File: config.mk
export PLATFORM = sky130hd
export DESIGN_NAME = peripheral_irq_flags
export DESIGN_NICKNAME = d
export VERILOG_FILES = /design/src/hw/irq_flags_pkg.sv /design/src/hw/flag_cell.sv /design/src/hw/peripheral_irq_flags.sv
export SDC_FILE = /design/constraint.sdc
export NUM_CORES = 1
export LEC_CHECK = 0
export BUFFER_PORTS_ARGS = -buffer_cell sky130_fd_sc_hd__buf_2
export CORE_ASPECT_RATIO = 1.4
export CORE_MARGIN = 8
export CORE_UTILIZATION = 50
export CTS_CLUSTER_DIAMETER = 200
export CTS_CLUSTER_SIZE = 10
export DETAILED_ROUTE_END_ITERATION = 8
export PLACE_DENSITY = 0.74
export SYNTH_ARGS = -nofsm -noshare
export SYNTH_HDL_FRONTEND = slang
export SYNTH_SLANG_ARGS = --single-unit
File: constraint.sdc
create_clock -name sys_clk_i -period 2.1 [get_ports sys_clk_i]
set_clock_uncertainty 0.1 [all_clocks]
set_input_delay 0.21 -clock sys_clk_i [delete_from_list [all_inputs] [get_ports sys_clk_i]]
set_output_delay 0.21 -clock sys_clk_i [all_outputs]
set_load 0.005 [all_outputs]
File: src/hw/irq_flags_pkg.sv
// package for the peripheral interrupt request flag block
// assumes a 32-bit AXI4-Lite register bus, byte addressing
package irq_flags_pkg;
  // register byte offsets
  localparam logic [11:0] FLAGS1_OFFSET = 12'h000; // flag register 1
  localparam logic [11:0] FLAGS7_OFFSET = 12'h004; // flag register 7
  localparam logic [11:0] EVSTAT_OFFSET = 12'h008; // sticky event status
  localparam logic [11:0] EVMASK_OFFSET = 12'h00C; // event mask
  // flag register 1 field positions
  localparam int OSC_FAILSAFE_BIT = 7;
  localparam int CLOCK_SWITCH_BIT = 6;
  localparam int CONV_THRESH_BIT = 1;
  localparam int CONV_DONE_BIT = 0;
  // flag register 7 field positions
  localparam int SCANNER_BIT = 7;
  localparam int CHECKSUM_BIT = 6;
  localparam int MEMOP_BIT = 5;
  localparam int ROLLOVER_BIT = 4;
  localparam int WAVE3_BIT = 2;
  localparam int WAVE2_BIT = 1;
  localparam int WAVE1_BIT = 0;
  // implemented bit masks
  localparam logic [7:0] FLAGS1_IMPL = 8'hC3;
  localparam logic [7:0] FLAGS7_IMPL = 8'hF7;
  // reset values
  localparam logic [7:0] FLAGS_RESET = 8'h00;
  localparam logic [15:0] EVENT_RESET = 16'h0000;
  // axi response codes
  localparam logic [1:0] RESP_OKAY = 2'h0;
  localparam logic [1:0] RESP_SLVERR = 2'h2;
endpackage : irq_flags_pkg

File: src/hw/flag_cell.sv
// one hardware-set, software-cleared flag bit
// assumes set and clear come from logic on sys_clk_i
`timescale 1ns/1ps
`default_nettype none
module flag_cell
(
  input wire logic sys_clk_i, // system clock
  input wire logic rst_b_i, // synchronous reset, active low
  input wire logic set_i, // hardware event, one cycle
  input wire logic clr_i, // software writes zero
  output logic flag_o // flag state
);
  logic flag_reg; // stored flag
  logic flag_next; // next flag

  // set wins over clear; only software clears
  always_comb
  begin
    flag_next = flag_reg;
    if (clr_i)
    begin
      flag_next = 1'b0; // software clear
    end
    if (set_i)
    begin
      flag_next = 1'b1; // set regardless of enables
    end
  end

  // register with synchronous reset to zero
  always_ff @(posedge sys_clk_i)
  begin
    if (!rst_b_i)
    begin
      flag_reg <= 1'b0;
    end
    else
    begin
      flag_reg <= flag_next;
    end
  end

  assign flag_o = flag_reg;
endmodule : flag_cell
`default_nettype wire

File: src/hw/peripheral_irq_flags.sv
// peripheral interrupt request flags with an AXI4-Lite slave
// assumes event inputs arrive from outside and are synchronised here
//
// Notes on behaviour
// - flags set regardless of any enable
// - flags stay set until software writes zero
// - fail-safe clock event sets reg1 bit 7
// - out-of-threshold conversion sets reg1 bit 1
// - conversion completion sets reg1 bit 0
// - checksum busy falling sets reg7 bit 6
// - generator two shutdown sets reg7 bit 1
// - generator one shutdown sets reg7 bit 0
// - all flags reset to zero
//
// Added by the designer: the AXI4-Lite slave port and the address map.
`timescale 1ns/1ps
`default_nettype none
module peripheral_irq_flags
  import irq_flags_pkg::*;
(
  input wire logic sys_clk_i, // system clock, 100 MHz
  input wire logic rst_b_i, // synchronous reset, active low
  // event sources, levels from other blocks
  input wire logic osc_failsafe_evt_i, // fail-safe clock detected
  input wire logic clock_switch_evt_i, // clock switch completed
  input wire logic conv_outside_evt_i, // result beyond threshold
  input wire logic conv_done_evt_i, // conversion finished
  input wire logic scanner_done_evt_i, // scanner finished
  input wire logic checksum_busy_i, // checksum engine busy level
  input wire logic memory_op_done_evt_i, // memory operation done
  input wire logic rollover_evt_i, // oscillator rollover
  input wire logic wave3_shutdown_i, // generator three in shutdown
  input wire logic wave2_shutdown_i, // generator two in shutdown
  input wire logic wave1_shutdown_i, // generator one in shutdown
  // axi4-lite write address
  input wire logic [11:0] s_axi_awaddr_i,
  input wire logic s_axi_awvalid_i,
  output logic s_axi_awready_o,
  // axi4-lite write data
  input wire logic [31:0] s_axi_wdata_i,
  input wire logic [3:0] s_axi_wstrb_i,
  input wire logic s_axi_wvalid_i,
  output logic s_axi_wready_o,
  // axi4-lite write response
  output logic [1:0] s_axi_bresp_o,
  output logic s_axi_bvalid_o,
  input wire logic s_axi_bready_i,
  // axi4-lite read address
  input wire logic [11:0] s_axi_araddr_i,
  input wire logic s_axi_arvalid_i,
  output logic s_axi_arready_o,
  // axi4-lite read data
  output logic [31:0] s_axi_rdata_o,
  output logic [1:0] s_axi_rresp_o,
  output logic s_axi_rvalid_o,
  input wire logic s_axi_rready_i,
  // interrupt
  output logic irq_o // high while an unmasked event bit is set
);
  localparam int NSRC = 11; // number of event sources

  // raw event vector, order matches the flag map below
  logic [NSRC-1:0] raw_src;
  assign raw_src = {osc_failsafe_evt_i, clock_switch_evt_i,
                    conv_outside_evt_i, conv_done_evt_i,
                    scanner_done_evt_i, checksum_busy_i,
                    memory_op_done_evt_i, rollover_evt_i,
                    wave3_shutdown_i, wave2_shutdown_i,
                    wave1_shutdown_i};

  // two-stage synchroniser and previous-level stage
  logic [NSRC-1:0] sync1_reg; // first stage, read only by second
  logic [NSRC-1:0] sync2_reg; // second stage
  logic [NSRC-1:0] prev_reg; // delayed copy for edge detect
  logic [NSRC-1:0] sync1_next;
  logic [NSRC-1:0] sync2_next;
  logic [NSRC-1:0] prev_next;

  // synchroniser next values
  always_comb
  begin
    sync1_next = raw_src;
    sync2_next = sync1_reg;
    prev_next = sync2_reg;
  end

  // synchroniser registers
  always_ff @(posedge sys_clk_i)
  begin
    if (!rst_b_i)
    begin
      sync1_reg <= '0;
      sync2_reg <= '0;
      prev_reg <= '0;
    end
    else
    begin
      sync1_reg <= sync1_next;
      sync2_reg <= sync2_next;
      prev_reg <= prev_next;
    end
  end

  // event pulses: rising edge, except checksum which is falling
  logic [NSRC-1:0] rise;
  logic [NSRC-1:0] fall;
  assign rise = sync2_reg & ~prev_reg;
  assign fall = ~sync2_reg & prev_reg;

  // set strobes per flag bit
  logic [7:0] set1; // register 1 sets
  logic [7:0] set7; // register 7 sets
  always_comb
  begin
    set1 = 8'h00;
    set7 = 8'h00;
    set1[OSC_FAILSAFE_BIT] = rise[10];
    set1[CLOCK_SWITCH_BIT] = rise[9];
    set1[CONV_THRESH_BIT] = rise[8];
    set1[CONV_DONE_BIT] = rise[7];
    set7[SCANNER_BIT] = rise[6];
    set7[CHECKSUM_BIT] = fall[5]; // busy falling edge
    set7[MEMOP_BIT] = rise[4];
    set7[ROLLOVER_BIT] = rise[3];
    set7[WAVE3_BIT] = rise[2];
    set7[WAVE2_BIT] = rise[1];
    set7[WAVE1_BIT] = rise[0];
  end

  // ---- axi write channel ----
  logic aw_held_reg; // write address captured
  logic w_held_reg; // write data captured
  logic [11:0] awaddr_reg; // captured address
  logic [31:0] wdata_reg; // captured data
  logic [3:0] wstrb_reg; // captured strobes
  logic bvalid_reg; // response pending
  logic [1:0] bresp_reg; // response code
  logic aw_held_next;
  logic w_held_next;
  logic [11:0] awaddr_next;
  logic [31:0] wdata_next;
  logic [3:0] wstrb_next;
  logic bvalid_next;
  logic [1:0] bresp_next;
  logic wr_fire; // both halves present, perform write
  logic wr_hit1; // write to register 1 low byte
  logic wr_hit7; // write to register 7 low byte

  assign s_axi_awready_o = !aw_held_reg && !bvalid_reg;
  assign s_axi_wready_o = !w_held_reg && !bvalid_reg;
  assign wr_fire = aw_held_reg && w_held_reg && !bvalid_reg;
  assign wr_hit1 = wr_fire && (awaddr_reg == FLAGS1_OFFSET) &&
                   wstrb_reg[0];
  assign wr_hit7 = wr_fire && (awaddr_reg == FLAGS7_OFFSET) &&
                   wstrb_reg[0];

  // write channel next state: take address and data in any order
  always_comb
  begin
    aw_held_next = aw_held_reg;
    w_held_next = w_held_reg;
    awaddr_next = awaddr_reg;
    wdata_next = wdata_reg;
    wstrb_next = wstrb_reg;
    bvalid_next = bvalid_reg;
    bresp_next = bresp_reg;
    if (s_axi_awvalid_i && s_axi_awready_o)
    begin
      aw_held_next = 1'b1;
      awaddr_next = s_axi_awaddr_i;
    end
    if (s_axi_wvalid_i && s_axi_wready_o)
    begin
      w_held_next = 1'b1;
      wdata_next = s_axi_wdata_i;
      wstrb_next = s_axi_wstrb_i;
    end
    if (wr_fire)
    begin
      // response once both halves are in
      aw_held_next = 1'b0;
      w_held_next = 1'b0;
      bvalid_next = 1'b1;
      case (awaddr_reg)
        FLAGS1_OFFSET, FLAGS7_OFFSET, EVSTAT_OFFSET, EVMASK_OFFSET:
          bresp_next = RESP_OKAY;
        default:
          bresp_next = RESP_SLVERR; // unmapped address
      endcase
    end
    else if (bvalid_reg && s_axi_bready_i)
    begin
      bvalid_next = 1'b0;
    end
  end

  // write channel registers
  always_ff @(posedge sys_clk_i)
  begin
    if (!rst_b_i)
    begin
      aw_held_reg <= 1'b0;
      w_held_reg <= 1'b0;
      awaddr_reg <= 12'h000;
      wdata_reg <= 32'h0000_0000;
      wstrb_reg <= 4'h0;
      bvalid_reg <= 1'b0;
      bresp_reg <= RESP_OKAY;
    end
    else
    begin
      aw_held_reg <= aw_held_next;
      w_held_reg <= w_held_next;
      awaddr_reg <= awaddr_next;
      wdata_reg <= wdata_next;
      wstrb_reg <= wstrb_next;
      bvalid_reg <= bvalid_next;
      bresp_reg <= bresp_next;
    end
  end

  assign s_axi_bvalid_o = bvalid_reg;
  assign s_axi_bresp_o = bresp_reg;

  // ---- flag bits, one cell per implemented bit ----
  logic [7:0] flags1; // register 1 contents
  logic [7:0] flags7; // register 7 contents
  genvar gi;
  generate
    for (gi = 0; gi < 8; gi++)
    begin : g_bits
      if (FLAGS1_IMPL[gi])
      begin : g_f1
        // writing zero clears, writing one leaves the flag alone
        flag_cell u_cell1 (
          .sys_clk_i(sys_clk_i),
          .rst_b_i(rst_b_i),
          .set_i(set1[gi]),
          .clr_i(wr_hit1 && !wdata_reg[gi]),
          .flag_o(flags1[gi])
        );
      end
      else
      begin : g_u1
        assign flags1[gi] = 1'b0; // unimplemented reads zero
      end
      if (FLAGS7_IMPL[gi])
      begin : g_f7
        flag_cell u_cell7 (
          .sys_clk_i(sys_clk_i),
          .rst_b_i(rst_b_i),
          .set_i(set7[gi]),
          .clr_i(wr_hit7 && !wdata_reg[gi]),
          .flag_o(flags7[gi])
        );
      end
      else
      begin : g_u7
        assign flags7[gi] = 1'b0; // unimplemented reads zero
      end
    end
  endgenerate

  // ---- sticky event status, mask and interrupt ----
  logic [15:0] evstat_reg; // sticky event bits, read clears
  logic [15:0] evmask_reg; // interrupt mask, one enables
  logic [15:0] evstat_next;
  logic [15:0] evmask_next;
  logic rd_clr_stat; // a read of status is accepted

  // status next: read clears, new events win over the clear
  always_comb
  begin
    evstat_next = evstat_reg;
    evmask_next = evmask_reg;
    if (rd_clr_stat)
    begin
      evstat_next = EVENT_RESET;
    end
    evstat_next = evstat_next | {set7, set1};
    if (wr_fire && (awaddr_reg == EVMASK_OFFSET))
    begin
      if (wstrb_reg[0])
      begin
        evmask_next[7:0] = wdata_reg[7:0] & FLAGS1_IMPL;
      end
      if (wstrb_reg[1])
      begin
        evmask_next[15:8] = wdata_reg[15:8] & FLAGS7_IMPL;
      end
    end
  end

  // status and mask registers
  always_ff @(posedge sys_clk_i)
  begin
    if (!rst_b_i)
    begin
      evstat_reg <= EVENT_RESET;
      evmask_reg <= EVENT_RESET;
    end
    else
    begin
      evstat_reg <= evstat_next;
      evmask_reg <= evmask_next;
    end
  end

  assign irq_o = |(evstat_reg & evmask_reg);

  // ---- axi read channel ----
  logic rvalid_reg; // read data pending
  logic [31:0] rdata_reg; // read data
  logic [1:0] rresp_reg; // read response
  logic rvalid_next;
  logic [31:0] rdata_next;
  logic [1:0] rresp_next;
  logic rd_take; // read address accepted

  assign s_axi_arready_o = !rvalid_reg;
  assign rd_take = s_axi_arvalid_i && !rvalid_reg;
  assign rd_clr_stat = rd_take && (s_axi_araddr_i == EVSTAT_OFFSET);

  // read decode, data registered one cycle after address
  always_comb
  begin
    rvalid_next = rvalid_reg;
    rdata_next = rdata_reg;
    rresp_next = rresp_reg;
    if (rd_take)
    begin
      rvalid_next = 1'b1;
      rresp_next = RESP_OKAY;
      case (s_axi_araddr_i)
        FLAGS1_OFFSET: rdata_next = {24'h000000, flags1};
        FLAGS7_OFFSET: rdata_next = {24'h000000, flags7};
        EVSTAT_OFFSET: rdata_next = {16'h0000, evstat_reg};
        EVMASK_OFFSET: rdata_next = {16'h0000, evmask_reg};
        default:
        begin
          rdata_next = 32'h0000_0000; // unmapped
          rresp_next = RESP_SLVERR;
        end
      endcase
    end
    else if (rvalid_reg && s_axi_rready_i)
    begin
      rvalid_next = 1'b0;
    end
  end

  // read channel registers
  always_ff @(posedge sys_clk_i)
  begin
    if (!rst_b_i)
    begin
      rvalid_reg <= 1'b0;
      rdata_reg <= 32'h0000_0000;
      rresp_reg <= RESP_OKAY;
    end
    else
    begin
      rvalid_reg <= rvalid_next;
      rdata_reg <= rdata_next;
      rresp_reg <= rresp_next;
    end
  end

  assign s_axi_rvalid_o = rvalid_reg;
  assign s_axi_rdata_o = rdata_reg;
  assign s_axi_rresp_o = rresp_reg;
endmodule : peripheral_irq_flags
`default_nettype wire

# Word-level counts from Yosys, hierarchy flattened
# Cells that the tools add are included.
[classes]
n_reduce_logical = 58
n_eq_ne = 6
mux = 30
bitwise = 7
[op_table]
columns = ["cell", "count"]
rows = [
  ["$pmux 16 s4", 1],
  ["$eq 12x4->1 const B", 4],
  ["$logic_and 1x1->1", 26],
  ["$mux 1", 26],
  ["$reduce_bool 2->1", 13],
  ["$eq 12x3->1 const B", 2],
  ["$logic_not 12->1", 2],
  ["$and 16x16->16", 1],
  ["$mux 16", 1],
  ["$or 16x16->16", 1],
  ["$reduce_or 16->1", 1],
  ["$and 11x11->11", 1],
  ["$logic_not 1->1", 11],
  ["$not 11->11", 1],
  ["$reduce_or 4->1", 2],
  ["$and 6x6->6", 1],
  ["$not 6->6", 1],
  ["$mux 2", 2],
  ["$reduce_and 2->1", 2],
  ["$reduce_or 2->1", 1],
  ["$not 1->1", 1],
]
[word_totals]
register_bits = 141
in_bits = 78

# Logic depth before layout (Yosys ltp)
[depth]
depth_word = 7
mapped_depth = 6

# Hierarchy
# From an unflattened synthesis, not the netlist that was laid out.
[hier_totals]
hier_cells = 466
hier_area_um2 = 4306.6
[by_module_without_submodules]
columns = ["mod", "n_inst", "cells_per_inst", "area_each_um2"]
rows = [
  ["peripheral_irq_flags", 1, 433, 3852.4],
  ["flag_cell", 11, 3, 41.3],
]

# Worst setup path before layout
# OpenSTA, ideal clock, no wires.
[synth_timing]
path_type = "flip-flop to flip-flop"
start = "reg awaddr_reg[5]"
end = "reg evmask_reg[10]"
arrival_ps = 1695
slack_ps = 233
synth_period_minus_slack_ps = 1867
setup_time_ps = 72
required_ps = 1928
n_path_buf = 1
path_stages_with_launch = 5
path_cell_list = "dfxtp_1 -> or4_4 -> buf_6 -> nor4_4 -> mux2i_1"
[synth_via]
elab_chain_cells = 3
[synth_lines]
columns = ["item", "line_no", "text"]
rows = [
  ["start: declaration", "peripheral_irq_flags.sv:133", "logic [11:0] awaddr_reg;"],
  ["start signal: assignment", "peripheral_irq_flags.sv:214", "awaddr_reg <= awaddr_next;"],
  ["$eq 12x4->1", "peripheral_irq_flags.sv:281", "if (wr_fire && (awaddr_reg == EVMASK_OFFSET))"],
  ["$logic_and 1x1->1", "peripheral_irq_flags.sv:281", ""],
  ["$reduce_and 2->1 (no line)", "-", ""],
  ["end signal: assignment", "peripheral_irq_flags.sv:305", "evmask_reg <= evmask_next;"],
  ["end: declaration", "peripheral_irq_flags.sv:266", "logic [15:0] evmask_reg;"],
]
# No other way between the ends.
# A chain may end at the register's enable or synchronous reset.

# Final worst setup path
[layout_timing]
start = "reg awaddr_reg[0]"
end = "reg evmask_reg[10]"
# The elaborated chain is that of the path after synthesis.

==> flow_summary_export.csv <==
group,metric,value,unit
worst_setup_path,path_class,"reg2reg",
power,p_seq_frac,0.429,
worst_setup_path,critPathRequiredTime,2.33,ns
worst_setup_path,r2r_slack,0.20,ns
route,drt_iter0_drc,216,
synthesis,yosys.cell_types.count,43,
synthesis,synth_warnings,0,
worst_setup_path,cp-endpoint,"evmask_reg[10]",
power,max-vdd-ir-drop,0.6885,mV
synthesis,yosys-top-cells-area,"dfxtp_1, mux2i_1, and2_1, nand2_1, buf_4",
route,drc,0,
die,io_pins,120,
placed_design,dp_worst_setup_slack,0.2163,ns
route,via_count,3533,
sta,worstMarginPinSlew,0.5558,ns
die,fp.coreArea,8608,um2
power,p_clk_frac,0.491,
cts,clk_path_buf_depth,2,
sta,finalHoldViolations,0,
synthesis,async_flop_share,0,
synthesis,yosysTopAreaCell,"dfxtp_1",
synthesis,synth_area,4452,um2
synthesis,synth_edf_count,0,
worst_setup_path,reg2reg_depth,4,
die,dieArea,12220,um2
cts,insertion_delay,0.41,ns
cts,htreeDepth,4,
synthesis,yosysMostFrequentCell,"dfxtp_1",
global_routing,grt_max_degree,65,
cts,cts_resized,0,
synthesis,ys_seq_elements,114,
cts,cts_hold_buf,41,
placed_design,place.gp.congestion,0.7931,
cts,cts_sinks,114,
route,drtAntennaViolNets,0,
sta,max_freq,526.5,MHz
die,fp-row-count,40,
sta,relSlewSlack,0.6295,
power,p_switching,1.160,mW
finish,syn_to_final_growth,31.31,%
job,maxCapViolations,0,
sta,fin_setup_tns,0,ns
sta,min_period,1.899,ns
cts,cts_setup_buffers,0,
worst_setup_path,r2r-start,"awaddr_reg[0]",
global_routing,grt_pass1_vias,3576,
route,via_per_inst,5.069,
route,wl_per_cell,14.63,um
global_routing,grt-ovfl-total,0,
die,die_h,127.6,um
sta,period_share,0.9045,
run_status,status,"finished, final reports clean",
global_routing,grtUsageTotal,0.1756,
power,switching_share,0.2146,
sta,setup_ws,0.2006,ns
global_routing,grt_pass1_wl,16610,um
worst_setup_path,crit_arrival,2.13,ns
synthesis,ys_dominant_reg_cell,"dfxtp_1",
worst_setup_path,setup.worst_path.end_class,"register",
finish,drive_gt1_frac,0.2166,
cts,cts_tree,"done",
worst_setup_path,start_kind,"register",
power,p_comb_frac,0.080,
synthesis,synth.top_cell.area_share,0.5126,
cts,path_clk_slew,0.05,ns
sta,slew_violations,0,
global_routing,antenna_found_initial,0,
power,power_leakage,2.457,nW
cts,clockRootBuffer,"clkbuf_16",
die,fp.dieW,95.75,um
die,start_util,0.5172,
power,p_int,4.245,mW
route,drt-pass1-iter-count,4,
worst_hold_path,hp-class,"in2reg",
synthesis,synth_commonest_cells,"dfxtp_1, nand2_1, and2_1, mux2i_1",
worst_setup_path,r2r_end,"evmask_reg[10]",
worst_setup_path,crit_start,"awaddr_reg[0]",
synthesis,ys_seq_area_frac,0.5126,
synthesis,syn_inst,458,
route,wl,10200,um
power,power.density,924.5,nW/um2
sta,rsz0062_at_grt,"no",
finish,fin_nets,657,
placed_design,place_hpwl,6830,um
worst_setup_path,cp_max_fo,7,
cts,numCtsBuffers,17,
placed_design,io_buffer_count,79,
sta,setup_violations,0,
synthesis,syn_area_per_cell,9.720,um2
## kinds of logic after synthesis
logic type | Yosys count | synth area share
and+or+nand+nor | 160 | 0.1976
muxes | 34 | 0.08769
buffers and inverters | 61 | 0.07054
DFF | 114 | 0.5126
other | 1 | 0.0008424
AOI/OAI and AO/OA | 88 | 0.1307
## worst min path at each step
stage	start	endpoint	slack [ns]	depth (start not counted)
global route	s_axi_bready_i	s_axi_bvalid_o	0.01	3
finish	s_axi_bready_i	s_axi_bvalid_o	0.01	3
detailed placement	wave1_shutdown_i	sync1_reg[0]	0.32	2
CTS	s_axi_bready_i	s_axi_bvalid_o	0.006	3
global placement	sync1_reg[2]	prev_next[2]	0.31	1
floorplan	wave1_shutdown_i	sync1_reg[0]	0.24	1
## cell usage in the layout (no fill, tap or decap), types with 7 or more instances in the layout
| master | n |
|---|---|
| dfxtp_1 | 114 |
| buf_2 | 79 |
| nand2_1 | 58 |
| dlygate4sd3_1 | 41 |
| and2_1 | 35 |
| mux2i_1 | 30 |
| nor2b_1 | 24 |
| o21ai_0 | 24 |
| conb_1 | 20 |
| clkbuf_16 | 17 |
| nor2_1 | 16 |
| inv_1 | 14 |
| a21oi_1 | 13 |
| a31oi_1 | 12 |
| buf_4 | 10 |
| a21boi_1 | 9 |
| a21boi_0 | 8 |
| o2bb2ai_1 | 7 |
## stage by stage
| step | std cells | hold slack [ns] | util | power (mW) | instance area (um2) |
|---|---|---|---|---|---|
| 3_5_place_dp | 624 | 0.3189 | 0.5661 | 2.724 | 4873 |
| 4_1_cts | 696 | 0.006052 | 0.6788 | 5.455 | 5843 |
| 6_report | 697 | 0.01439 | 0.6791 | 5.404 | 5846 |
| 5_1_grt | 696 | 0.01421 | 0.6788 | 5.627 | 5843 |
| 3_3_place_gp | 624 | 0.3148 | 0.5661 | 2.710 | 4873 |
| 2_1_floorplan | 477 | 0.2373 | - | 2.628 | 4523 |
## critical path: stages, from the launching register on
cell and delay [ns]:
dfxtp_1 0.30, or4_1 0.70, nor4_4 0.31, buf_4 0.22, mux2i_1 0.19
## area by class of cell
type / count / area, um2
antenna: 1 / 2.502
clock buffer: 26 / 509.2
clock inverter: 5 / 50.05
fill: 673 / 2763
inverter: 14 / 52.55
multi-input combinational: 302 / 1937
sequential: 114 / 2282
tap: 105 / 131.4
timing repair buffer: 130 / 880.8
## routing by layer
layer	vias up	routed length, um	track usage	share of wire
li1	1771	-	-	-
met1	1646	3856	0.1774	0.38
met2	104	5593	0.3061	0.55
met3	12	555	0.06155	0.054
met4	0	191	0.08992	0.019
met5	-	0	0	0
## power by group through the flow
stage                     clock network [mW]  logic, mW  registers, mW
after detailed placement                   0      0.365           2.36
after floorplan                            0      0.290           2.34
after CTS                               2.71      0.428           2.32
after global routing                    2.82      0.479           2.33
after global placement                     0      0.356           2.35
final                                   2.65      0.432           2.32
(Power assumes the default switching activity.)
